<file path="src/rtl/cgl_map.svh">
// register offsets, field positions, reset values and timing counts for the camera line block
// assumes a 200 MHz clock and an APB slave with 32-bit data
// Operation
// - software sets bidirectional line direction; output after reset
// - bidirectional output driven from seven-way source select; off after reset
// - output-only line uses the same seven-way select; off after reset
// - per-line polarity for output and input; low active after reset
// - bidirectional input valid whenever its source is off, any direction
// - pulse timer delay and duration, 0 to 2000000 us, zero after reset
// - timer starts on input line, exposure begin or capture request
`ifndef CGL_MAP_SVH
`define CGL_MAP_SVH

// ----------------------------------------------------------------
// register offsets
// ----------------------------------------------------------------
`define CGL_OFS_LINE_CTRL 12'h000
`define CGL_OFS_TMR_DELAY 12'h004
`define CGL_OFS_TMR_DUR 12'h008
`define CGL_OFS_STATUS 12'h00C

// ----------------------------------------------------------------
// line control fields
// ----------------------------------------------------------------
`define CGL_BIDIR_SEL_LSB 0
`define CGL_OUT_SEL_LSB 4
`define CGL_BIDIR_DIR_BIT 8
`define CGL_BIDIR_POL_BIT 9
`define CGL_OUT_POL_BIT 10
`define CGL_IN_POL_BIT 11
`define CGL_SW_LEVEL_BIT 12
`define CGL_START_SEL_LSB 16
`define CGL_LINE_CTRL_RST 32'h0000_0100

// ----------------------------------------------------------------
// timing
// ----------------------------------------------------------------
`define CGL_TMR_MAX_US 2000000
`define CGL_CLK_MHZ 200
`define CGL_CYC_PER_US 8'hC8
`define CGL_TMR_RST 21'h00_0000

`endif

</file>
<file path="src/rtl/cgl_pkg.sv">
// types shared by the camera line block
// assumes the map header supplies all numbers
package cgl_pkg;
	typedef enum logic [2:0] {
		CGL_SRC_OFF = 3'h0,
		CGL_SRC_TIMER = 3'h1,
		CGL_SRC_SOFT = 3'h2,
		CGL_SRC_EXPO = 3'h3,
		CGL_SRC_FRAME = 3'h4,
		CGL_SRC_SEND = 3'h5,
		CGL_SRC_TRIG_RDY = 3'h6
	} cgl_src_t;

	typedef enum logic [1:0] {
		CGL_START_INPUT = 2'h0,
		CGL_START_EXPO = 2'h1,
		CGL_START_CAPTURE = 2'h2
	} cgl_start_t;

	typedef enum logic [1:0] {
		CGL_TS_IDLE = 2'b00,
		CGL_TS_DELAY = 2'b01,
		CGL_TS_ACTIVE = 2'b10
	} cgl_tstate_t;
endpackage

</file>
<file path="src/rtl/cgl_line_ctrl.sv">
// camera general purpose line control with APB register access
// assumes all inputs synchronous to clock; pad buffers outside resolve the bidirectional wire
`timescale 1ns/1ps
`include "cgl_map.svh"
module cgl_line_ctrl (
	input wire logic clock,
	input wire logic rst,
	input wire logic clockEnable,
	input wire logic psel,
	input wire logic penable,
	input wire logic pwrite,
	input wire logic [11:0] paddr,
	input wire logic [31:0] pwdata,
	output logic [31:0] prdata,
	output logic pready,
	output logic pslverr,
	input wire logic inputOnlyLine,
	input wire logic bidirLineIn,
	output logic bidirLineOut,
	output logic bidirLineOe,
	output logic outputOnlyLine,
	output logic bidirInputAsserted,
	input wire logic exposureWindowActive,
	input wire logic framePeriodActive,
	input wire logic imageSendingFlag,
	input wire logic triggerAcceptReady,
	input wire logic exposureBeginEvent,
	input wire logic captureRequestEvent
);
	// ----------------------------------------------------------------
	// register state
	// ----------------------------------------------------------------
	logic [2:0] bidirSel, next_bidirSel;
	logic [2:0] outSel, next_outSel;
	logic bidirDirOut, next_bidirDirOut;
	logic bidirPolHigh, next_bidirPolHigh;
	logic outPolHigh, next_outPolHigh;
	logic inPolHigh, next_inPolHigh;
	logic softwareOutputLevel, next_softwareOutputLevel;
	logic [1:0] startSel, next_startSel;
	logic [20:0] delayUs, next_delayUs;
	logic [20:0] durationUs, next_durationUs;
	logic [31:0] next_prdata;
	logic next_pready, next_pslverr;
	logic next_bidirLineOut, next_bidirLineOe, next_outputOnlyLine;
	logic next_bidirInputAsserted;
	logic inputPinAsserted, inputPrev, timerStart;
	logic pulseTimerActive;
	logic wrAccess, rdAccess, addrHit;
	logic [31:0] ctrlWord;

	function automatic logic selectSource(input logic [2:0] sel, input logic timerAct,
		input logic softLvl, input logic expo, input logic frame, input logic send,
		input logic rdy);
		logic val;
		val = 1'b0;
		unique case (sel)
			3'h1: val = timerAct;
			3'h2: val = softLvl;
			3'h3: val = expo;
			3'h4: val = frame;
			3'h5: val = send;
			3'h6: val = rdy;
			default: val = 1'b0;
		endcase
		return val;
	endfunction

	// active level to pin level: low active inverts
	function automatic logic applyPolarity(input logic level, input logic polHigh);
		return polHigh ? level : ~level;
	endfunction

	function automatic logic [20:0] clampUs(input logic [31:0] value);
		return (value > 32'(`CGL_TMR_MAX_US)) ? 21'(`CGL_TMR_MAX_US) : value[20:0];
	endfunction

	assign wrAccess = psel & penable & pwrite & ~pready;
	assign rdAccess = psel & penable & ~pwrite & ~pready;
	assign addrHit = (paddr == `CGL_OFS_LINE_CTRL) || (paddr == `CGL_OFS_TMR_DELAY)
		|| (paddr == `CGL_OFS_TMR_DUR) || (paddr == `CGL_OFS_STATUS);

	always_comb begin
		ctrlWord = 32'h0000_0000;
		ctrlWord[`CGL_BIDIR_SEL_LSB +: 3] = bidirSel;
		ctrlWord[`CGL_OUT_SEL_LSB +: 3] = outSel;
		ctrlWord[`CGL_BIDIR_DIR_BIT] = bidirDirOut;
		ctrlWord[`CGL_BIDIR_POL_BIT] = bidirPolHigh;
		ctrlWord[`CGL_OUT_POL_BIT] = outPolHigh;
		ctrlWord[`CGL_IN_POL_BIT] = inPolHigh;
		ctrlWord[`CGL_SW_LEVEL_BIT] = softwareOutputLevel;
		ctrlWord[`CGL_START_SEL_LSB +: 2] = startSel;
	end

	// ----------------------------------------------------------------
	// apb slave
	// ----------------------------------------------------------------
	// one wait state: pready rises the cycle after the access phase begins
	always_comb begin
		next_bidirSel = bidirSel;
		next_outSel = outSel;
		next_bidirDirOut = bidirDirOut;
		next_bidirPolHigh = bidirPolHigh;
		next_outPolHigh = outPolHigh;
		next_inPolHigh = inPolHigh;
		next_softwareOutputLevel = softwareOutputLevel;
		next_startSel = startSel;
		next_delayUs = delayUs;
		next_durationUs = durationUs;
		next_prdata = prdata;
		next_pready = wrAccess | rdAccess;
		next_pslverr = (wrAccess | rdAccess) & ~addrHit;
		if (wrAccess && paddr == `CGL_OFS_LINE_CTRL) begin
			next_bidirSel = pwdata[`CGL_BIDIR_SEL_LSB +: 3];
			next_outSel = pwdata[`CGL_OUT_SEL_LSB +: 3];
			next_bidirDirOut = pwdata[`CGL_BIDIR_DIR_BIT];
			next_bidirPolHigh = pwdata[`CGL_BIDIR_POL_BIT];
			next_outPolHigh = pwdata[`CGL_OUT_POL_BIT];
			next_inPolHigh = pwdata[`CGL_IN_POL_BIT];
			next_softwareOutputLevel = pwdata[`CGL_SW_LEVEL_BIT];
			// unused encoding falls back to the input line
			next_startSel = (pwdata[`CGL_START_SEL_LSB +: 2] == 2'h3) ? 2'h0
				: pwdata[`CGL_START_SEL_LSB +: 2];
			// undefined source codes are stored as off, so they read back as zero and act as off
			if (pwdata[`CGL_BIDIR_SEL_LSB +: 3] == 3'h7) begin
				next_bidirSel = 3'h0;
			end
			if (pwdata[`CGL_OUT_SEL_LSB +: 3] == 3'h7) begin
				next_outSel = 3'h0;
			end
		end
		if (wrAccess && paddr == `CGL_OFS_TMR_DELAY) begin
			next_delayUs = clampUs(pwdata);
		end
		if (wrAccess && paddr == `CGL_OFS_TMR_DUR) begin
			next_durationUs = clampUs(pwdata);
		end
		if (rdAccess) begin
			unique case (paddr)
				`CGL_OFS_LINE_CTRL: next_prdata = ctrlWord;
				`CGL_OFS_TMR_DELAY: next_prdata = {11'h000, delayUs};
				`CGL_OFS_TMR_DUR: next_prdata = {11'h000, durationUs};
				`CGL_OFS_STATUS: next_prdata = {27'h000_0000, pulseTimerActive,
					bidirInputAsserted, inputPinAsserted, bidirLineOut, outputOnlyLine};
				default: next_prdata = 32'h0000_0000;
			endcase
		end
	end

	// ----------------------------------------------------------------
	// line logic
	// ----------------------------------------------------------------
	assign inputPinAsserted = applyPolarity(inputOnlyLine, inPolHigh);
	always_comb begin
		unique case (startSel)
			2'h1: timerStart = exposureBeginEvent;
			2'h2: timerStart = captureRequestEvent;
			default: timerStart = inputPinAsserted & ~inputPrev;
		endcase
	end

	always_comb begin
		next_bidirLineOut = applyPolarity(selectSource(bidirSel, pulseTimerActive,
			softwareOutputLevel, exposureWindowActive, framePeriodActive,
			imageSendingFlag, triggerAcceptReady), bidirPolHigh);
		// off source releases the pad so input stays usable
		next_bidirLineOe = bidirDirOut && (bidirSel != 3'h0);
		next_outputOnlyLine = applyPolarity(selectSource(outSel, pulseTimerActive,
			softwareOutputLevel, exposureWindowActive, framePeriodActive,
			imageSendingFlag, triggerAcceptReady), outPolHigh);
		next_bidirInputAsserted = (~bidirDirOut || bidirSel == 3'h0)
			&& applyPolarity(bidirLineIn, bidirPolHigh);
	end

	always_ff @(posedge clock) begin
		if (rst) begin
			bidirSel <= 3'h0;
			outSel <= 3'h0;
			bidirDirOut <= 1'b1;
			bidirPolHigh <= 1'b0;
			outPolHigh <= 1'b0;
			inPolHigh <= 1'b0;
			softwareOutputLevel <= 1'b0;
			startSel <= 2'h0;
			delayUs <= `CGL_TMR_RST;
			durationUs <= `CGL_TMR_RST;
			prdata <= 32'h0000_0000;
			pready <= 1'b0;
			pslverr <= 1'b0;
			bidirLineOut <= 1'b1;
			bidirLineOe <= 1'b0;
			outputOnlyLine <= 1'b1;
			bidirInputAsserted <= 1'b0;
			inputPrev <= 1'b1;
		end else if (clockEnable) begin
			bidirSel <= next_bidirSel;
			outSel <= next_outSel;
			bidirDirOut <= next_bidirDirOut;
			bidirPolHigh <= next_bidirPolHigh;
			outPolHigh <= next_outPolHigh;
			inPolHigh <= next_inPolHigh;
			softwareOutputLevel <= next_softwareOutputLevel;
			startSel <= next_startSel;
			delayUs <= next_delayUs;
			durationUs <= next_durationUs;
			prdata <= next_prdata;
			pready <= next_pready;
			pslverr <= next_pslverr;
			bidirLineOut <= next_bidirLineOut;
			bidirLineOe <= next_bidirLineOe;
			outputOnlyLine <= next_outputOnlyLine;
			bidirInputAsserted <= next_bidirInputAsserted;
			inputPrev <= inputPinAsserted;
		end
	end

	cgl_pulse_timer timerInst (
		.clock(clock),
		.rst(rst),
		.clockEnable(clockEnable),
		.start(timerStart),
		.delayUs(delayUs),
		.durationUs(durationUs),
		.active(pulseTimerActive)
	);
endmodule

</file>
<file path="src/rtl/cgl_pulse_timer.sv">
// delay then duration pulse timer counted in microseconds
// assumes start is a one-cycle pulse in the clock domain
`timescale 1ns/1ps
`include "cgl_map.svh"
module cgl_pulse_timer (
	input wire logic clock,
	input wire logic rst,
	input wire logic clockEnable,
	input wire logic start,
	input wire logic [20:0] delayUs,
	input wire logic [20:0] durationUs,
	output logic active
);
	cgl_pkg::cgl_tstate_t state, next_state;
	logic [7:0] preScale, next_preScale;
	logic [20:0] usCount, next_usCount;
	logic next_active;
	logic usTick;

	assign usTick = (preScale == `CGL_CYC_PER_US - 8'h01);

	// ----------------------------------------------------------------
	// sequencing
	// ----------------------------------------------------------------
	always_comb begin
		next_state = state;
		next_preScale = usTick ? 8'h00 : preScale + 8'h01;
		next_usCount = usCount;
		unique case (state)
			cgl_pkg::CGL_TS_IDLE: begin
				next_preScale = 8'h00;
				next_usCount = 21'h00_0000;
				if (start) begin
					// zero delay goes straight to active, zero duration gives no pulse
					if (delayUs != 21'h00_0000) begin
						next_state = cgl_pkg::CGL_TS_DELAY;
					end else if (durationUs != 21'h00_0000) begin
						next_state = cgl_pkg::CGL_TS_ACTIVE;
					end
				end
			end
			cgl_pkg::CGL_TS_DELAY: begin
				if (usTick) begin
					next_usCount = usCount + 21'h00_0001;
					if (usCount + 21'h00_0001 >= delayUs) begin
						next_usCount = 21'h00_0000;
						next_state = (durationUs != 21'h00_0000) ? cgl_pkg::CGL_TS_ACTIVE
							: cgl_pkg::CGL_TS_IDLE;
					end
				end
			end
			cgl_pkg::CGL_TS_ACTIVE: begin
				if (usTick) begin
					next_usCount = usCount + 21'h00_0001;
					if (usCount + 21'h00_0001 >= durationUs) begin
						next_state = cgl_pkg::CGL_TS_IDLE;
					end
				end
			end
			default: next_state = cgl_pkg::CGL_TS_IDLE;
		endcase
		next_active = (next_state == cgl_pkg::CGL_TS_ACTIVE);
	end

	always_ff @(posedge clock) begin
		if (rst) begin
			state <= cgl_pkg::CGL_TS_IDLE;
			preScale <= 8'h00;
			usCount <= 21'h00_0000;
			active <= 1'b0;
		end else if (clockEnable) begin
			state <= next_state;
			preScale <= next_preScale;
			usCount <= next_usCount;
			active <= next_active;
		end
	end
endmodule
</file>
<file path="config.mk">
export PLATFORM = sky130hd
export DESIGN_NAME = cgl_line_ctrl
export DESIGN_NICKNAME = d
export VERILOG_FILES = /design/src/rtl/cgl_pkg.sv /design/src/rtl/cgl_line_ctrl.sv /design/src/rtl/cgl_pulse_timer.sv
export VERILOG_INCLUDE_DIRS = /design/src /design/src/rtl
export SDC_FILE = /design/constraint.sdc
export NUM_CORES = 1
export LEC_CHECK = 0
export BUFFER_PORTS_ARGS = -buffer_cell sky130_fd_sc_hd__buf_2
export CORE_UTILIZATION = 53
export DETAILED_ROUTE_END_ITERATION = 7
export GPL_TIMING_DRIVEN = 1
export PLACE_DENSITY = 0.78
export SYNTH_ARGS = -nofsm -noshare
export SYNTH_HDL_FRONTEND = slang
export SYNTH_SLANG_ARGS = --single-unit
</file>
<file path="constraint.sdc">
create_clock -name clock -period 3.57 [get_ports clock]
set_clock_uncertainty 0.05 [all_clocks]
set_input_delay 0.714 -clock clock [delete_from_list [all_inputs] [get_ports clock]]
set_output_delay 0.714 -clock clock [all_outputs]
set_load 0.02 [all_outputs]
</file>
==> impl_metrics.json, run 1 <==
{
  "die_w_um": 115,
  "die_h_um": 115,
  "worstPathCellList": "ha_1, nand3_1, nor3_2, nand3_2, nor4_2, xor2_1, ha_1, nand4_1, nor2_1, o2bb2ai_1, a31o_2, o21bai_4, clkbuf_16, o211ai_1, a21oi_1",
  "grt_first_pass_wirelength_um": 30800,
  "criticalPathCategory": "reg2reg",
  "hp-class": "reg2reg",
  "drc_errors": 0,
  "maxCapViolations": 0,
  "cp-start-kind": "flip-flop",
  "hold_viol": 0,
  "r2r_slack_ns": 0.13,
  "required_ns": 3.86,
  "yosysMostFrequentCell": "nand2_1",
  "cp-end-kind": "flip-flop",
  "port_buffers": 84,
  "cpMostUsedCell": "ha_1",
  "grt_usage": 0.304,
  "rr_worst_depth": 15,
  "syn_area_mm2": 0.00680,
  "ys_top_cells_by_count": "nand2_1, dfxtp_1, a21oi_1",
  "synth-main-ff-cell": "dfxtp_1",
  "worstPathMaxFanout": 10,
  "initialDrtViolationCount": 760,
  "grtUsageMet3": 0.0970,
  "yosysWarnings": 0,
  "arrival_ns": 3.73,
  "coreArea_mm2": 0.0126,
  "min_path_cells": 2,
  "fin_crit_ns": 3.44,
  "cts_tree": "built",
  "synth_seq_area_share": 0.339,
  "cts_sinks": 115,
  "power_density_mw_per_mm2": 399,
  "cts-root-buf": "clkbuf_16",
  "drive_above_1_share": 0.202,
  "num_io_pins": 96,
  "maxSlewViolCount": 0,
  "wirelength_um": 19500,
  "final_nets": 1070,
  "hold_buffers": 0,
  "floorplan.initialDensity": 0.541,
  "synth-async-reset-ratio": 0,
  "gp_congestion": 0.927,
  "total_power_uw": 3290,
  "status": "finished clean",
  "syn_inst": 875,
  "synth_area_leaders": "dfxtp_1, ha_1, nand2_1",
  "wl_per_cell_um": 17.0,
  "overflow": 0,
  "num_rows": 41,
  "busiest_layer": "met2",
  "finalCritPeriodShare": 0.962,
  "slowest_delay_ns": 0.38,
  "stdcell_area_mm2": 0.00825,
  "syn2layout_area_growth_pct": 21.3,
  "viasPerCell": 5.89,
  "maxSlewHeadroom": 0.570,
  "ir_worst_vdd_mv": 0.277,
  "grtUsageMet2": 0.457,
  "critPathSlowestCell": "dfxtp_2",
  "insertion_delay_ns": 0.42,
  "synth-edff-count": 0,
  "dieArea_mm2": 0.0133,
  "first_pass_iters": 5,
  "place_hpwl_um": 13900,
  "use_met1": 0.397,
  "synth.largest_area_cell": "dfxtp_1",
  "vias": 6752,
  "fmax_mhz": 291,
  "syn_area_per_cell_um2": 7.77,
  "clock_tree.buffer_depth": 2,
  "antenna_found_initial": 0,
  "grt_max_degree": 55,
  "holdPathEnd": "prdata[13]",
  "synth_top_cell_area_share": 0.339,
  "finalSetupViolations": 0,
  "power.leakage_uw": 0.00328,
  "timing.rr.start": "timerInst.usCount[1]",
  "place_area_mm2": 0.00742,
  "grt_pass1_vias": 6110,
  "hp-start": "prdata[13]",
  "worst_slew_pin_slew_ns": 0.644,
  "antennaDiodeCount": 0,
  "synth_seq_cells": 115,
  "fill_cells": 1057,
  "r2r-end": "timerInst.usCount[2]",
  "cts_buffers": 17,
  "setup_tns_ns": 0,
  "path_clk_slew_ns": 0.05,
  "ant_nets": 0,
  "cts-htree-levels": 4,
  "ys_types": 58
}
==> worst max path at each step <==
stage          slack [ns]                    to                  from
2_1_floorplan        0.03  timerInst.usCount[2]  timerInst.usCount[0]
3_3_place_gp         0.06    timerInst.state[1]  timerInst.usCount[0]
3_5_place_dp        -0.11      timerInst.active  timerInst.usCount[1]
4_1_cts            0.0002  timerInst.usCount[2]  timerInst.usCount[1]
5_1_grt             -0.05    timerInst.state[0]  timerInst.usCount[1]
6_report             0.13  timerInst.usCount[2]  timerInst.usCount[1]
==> cell type report <==
class | instances | area (um^2) | area share
Clock buffer | 18 | 439 | 0.0533
Clock inverter | 14 | 198 | 0.0240
Inverter | 51 | 191 | 0.0232
Multi-Input combinational cell | 659 | 4190 | 0.508
Sequential cell | 115 | 2310 | 0.281
Tap cell | 172 | 215 | 0.0261
Timing Repair Buffer | 117 | 701 | 0.0850
==> per-stage QoR <==
stage               hold WS [ns]  instances   util  setup WS, ns
floorplan                  0.382        885      -        0.0325
global placement           0.386       1110  0.590        0.0632
detailed placement         0.391       1110  0.590        -0.107
CTS                        0.399       1142  0.641      0.000233
global route               0.415       1146  0.656       -0.0521
finish                     0.396       1146  0.656         0.134
==> layer usage <==
metal	vias to the layer above	routed length, um	share of wire
met5	-	0	0
met4	0	668	0.034
met3	50	2010	0.10
met2	363	8620	0.44
met1	3099	8200	0.42
li1	3240	-	-
==> logic make-up after synthesis <==
logic type / count (synthesis) / share of synthesized area
compound gates: 188 / 0.172
xor+xnor: 20 / 0.0258
fa+ha+maj: 51 / 0.0939
buf+inv: 111 / 0.0721
flops: 115 / 0.339
mux: 17 / 0.0342
other cells: 1 / 0.000552
simple gates: 372 / 0.263
==> worst max-delay path: cells and delay by family, from the launching register on <==
family | cells | cell delay [ns]
fa+ha+maj | 2 | 0.51
flops | 1 | 0.38
xor+xnor | 1 | 0.31
simple gates | 6 | 1.08
compound gates | 5 | 0.84
buf+inv | 1 | 0.19
==> flip-flops by register name, indices dropped and copies added, names as in the netlist, 2 cells and up <==
signal              count
timerInst.preScale      8
prdata                 21
durationUs             21
startSel                2
bidirSel                3
timerInst.usCount      21
delayUs                21
outSel                  3
timerInst.state         2
==> placed cells by master (no fill, tap or decap), drive strengths merged, types with 4 or more instances in the layout <==
master   instances
inv             55
clkinv           4
o21ai           33
nor2            64
xnor2           10
mux2i           12
a21oi           83
bufinv           4
a22o             9
nand3b           4
nand3           70
a211oi          20
nand4           15
nor2b           17
conb            11
or2             10
o2111ai          9
nor4            18
nor3            14
clkbuf          19
buf            116
xor2            10
mux4             5
dfxtp          115
nand2          132
and2             5
ha              51
or3              6
a32oi           11
==> where the power goes <==
part	internal, uW	switching, uW	total, uW
registers	1290	4.13	1290
logic	53.8	113	166
clock network	1190	637	1830
total	2530	754	3290
==> repair_timing <==
action / CTS / global route
buffers inserted: 0 / 3
gates cloned: 0 / 1
setup endpoints to repair: 23 / 24
pin swaps: 1 / 14
gates resized for setup: 1 / 30
Power figures use the tool's default switching activity.
==> run 2, diff against run 1 <==
Settings changed: SYNTH_HIERARCHICAL set to 1.
==> impl_metrics.json, run 2 <==
{
  "synth.largest_area_cell": "dfxtp_1",
  "die_w_um": 116,
  "hold_buffers": 0,
  "syn_area_mm2": 0.00684,
  "yosysMostFrequentCell": "dfxtp_1",
  "hold_viol": 0,
  "grt_pass1_vias": 6048,
  "cts_tree": "built",
  "power_density_mw_per_mm2": 380,
  "criticalPathCategory": "reg2reg",
  "hp-start": "prdata[15]",
  "r2r_slack_ns": -0.14,
  "fmax_mhz": 269,
  "wl_per_cell_um": 18.1,
  "ant_nets": 0,
  "min_path_cells": 2,
  "antennaDiodeCount": 0,
  "initialDrtViolationCount": 473,
  "cellInternalPower_uw": 2520,
  "holdPathEnd": "prdata[15]",
  "vias": 6467,
  "path_clk_slew_ns": 0.06,
  "placed_cells": 1032,
  "combPwrFrac": 0.049,
  "ys_types": 80,
  "stdcell_area_mm2": 0.00861,
  "cp-end-kind": "flip-flop",
  "synth_seq_cells": 115,
  "synth-main-ff-cell": "dfxtp_1",
  "synth_seq_area_share": 0.336,
  "coreArea_mm2": 0.0126,
  "grt_max_degree": 29,
  "cts-htree-levels": 4,
  "worstPathMaxFanout": 5,
  "antenna_found_initial": 0,
  "r2r-end": "timerInst/usCount[10]",
  "power.leakage_uw": 0.00371,
  "first_pass_iters": 5,
  "drc_errors": 0,
  "final_nets": 1008,
  "required_ns": 3.90,
  "syn_inst": 776,
  "grt_first_pass_wirelength_um": 30700,
  "timing.rr.start": "timerInst/usCount[8]",
  "final_cell_mix": "dfxtp_1, buf_2, nand2_1",
  "synth-async-reset-ratio": 0,
  "worst_slew_pin_slew_ns": 1.01,
  "swShare": 0.228,
  "cts-root-buf": "clkbuf_16",
  "yosysWarnings": 6,
  "utilization": 0.682,
  "instances_no_fill": 1085,
  "insertion_delay_ns": 0.43,
  "grt_usage": 0.303,
  "overflow": 0,
  "rr_worst_depth": 16,
  "ir_worst_vdd_mv": 0.492,
  "finalSetupViolations": 24,
  "num_io_pins": 96,
  "cts_buffers": 17,
  "syn_area_per_cell_um2": 8.82,
  "pwr-share-clk": 0.557,
  "wirelength_um": 19700,
  "cp-start-kind": "flip-flop",
  "fill_cells": 978,
  "place_area_mm2": 0.00758,
  "maxSlewViolCount": 0,
  "cts_sinks": 115,
  "switchingPower_uw": 748,
  "hp-class": "reg2reg",
  "setup_tns_ns": -2.05,
  "clock_tree.buffer_depth": 2,
  "syn2layout_area_growth_pct": 25.8,
  "layout_commonest_cell": "dfxtp_1",
  "status": "finished with violations",
  "maxSlewHeadroom": 0.327,
  "arrival_ns": 4.04,
  "rsz0062_at_grt": "yes",
  "place_hpwl_um": 13700,
  "hold_ws_ns": 0.418,
  "violations": "negative setup slack",
  "viasPerCell": 5.96,
  "drive_above_1_share": 0.258,
  "port_buffers": 84,
  "dieArea_mm2": 0.0134,
  "die_h_um": 116,
  "fin_crit_ns": 3.71,
  "synth_top_cell_area_share": 0.336,
  "gp_congestion": 0.870,
  "maxCapViolations": 0,
  "seqPwrFrac": 0.394,
  "ys_top_cells_by_count": "dfxtp_1, nand2_1, inv_1",
  "synth_area_leaders": "dfxtp_1, ha_1, a22o_1",
  "synth-edff-count": 0,
  "setup_slack_ns": -0.145,
  "num_rows": 41,
  "floorplan.initialDensity": 0.542,
  "finalCritPeriodShare": 1.04
}
==> run 2: worst max-delay path by stage <==
stage	startpoint	endpoint	slack, ns	cells past startpoint
floorplan	timerInst/usCount[0]	timerInst/usCount[2]	0.05	18
global placement	timerInst/usCount[4]	timerInst/state[1]	-0.12	15
detailed placement	timerInst/usCount[4]	timerInst/state[1]	-0.13	15
CTS	timerInst/usCount[1]	timerInst/usCount[10]	-0.03	18
global route	timerInst/usCount[0]	timerInst/usCount[9]	-0.33	18
finish	timerInst/usCount[8]	timerInst/usCount[10]	-0.14	16
==> run 2: timing repair <==
item	in CTS	in global routing
gates cloned	2	1
setup buffers	9	9
endpoints found under the hold margin	0	0
pin swaps	2	21
gates resized for setup	18	27
setup endpoints to repair	13	24
==> run 2: power groups by stage <==
| stage | registers [uW] | logic, uW | clock network (uW) |
|---|---|---|---|
| 2_1_floorplan | 1320 | 90.0 | 0 |
| 5_1_grt | 1290 | 171 | 1890 |
| 4_1_cts | 1290 | 157 | 1830 |
| 3_3_place_gp | 1320 | 154 | 0 |
| 3_5_place_dp | 1320 | 155 | 0 |
| 6_report | 1290 | 160 | 1820 |
==> run 2: final cells by class <==
type	instances	area, um^2	area share
Multi-Input combinational cell	575	4400	0.511
Sequential cell	115	2320	0.269
Timing Repair Buffer	135	848	0.0985
Clock buffer	19	443	0.0514
Tap cell	172	215	0.0250
Inverter	56	210	0.0244
Clock inverter	13	183	0.0212
==> run 2: metal layers <==
metal | wire (um) | global-route usage | share of wire
met1 | 8370 | 0.390 | 0.43
met4 | 441 | 0.109 | 0.022
met5 | 0 | 0 | 0
met3 | 1560 | 0.0743 | 0.079
met2 | 9290 | 0.494 | 0.47
==> run 2: logic make-up (layout without fill, tap and decap cells) <==
group           after synthesis  after routing  synth area share
other cells                   1             11          0.000548
xor+xnor                     29             29            0.0393
buf+inv                      96            223            0.0633
mux                          20             20            0.0369
simple gates                257            257             0.219
flops                       115            115             0.336
fa+ha+maj                    50             50            0.0914
compound gates              208            208             0.214
==> run 2: worst max-delay path, cell delays in order (launching register included) <==
cell,delay [ns]
dfxtp_1,0.35
nand2_1,0.11
nor4_4,0.31
and3_4,0.25
nand2_4,0.07
nor3_1,0.25
xor2_1,0.26
ha_1,0.29
and4_4,0.19
o2111ai_2,0.07
o211ai_1,0.12
a2111o_1,0.45
o31ai_4,0.25
nand3_4,0.15
buf_6,0.18
nor3b_1,0.20
a21o_1,0.10
==> run 2: through the flow <==
step                      worst slack [ns]  total power, uW
after floorplan                     0.0472             1410
after global routing                -0.334             3350
after detailed placement            -0.133             1470
after CTS                          -0.0264             3280
after global placement              -0.125             1470
final                               -0.145             3270
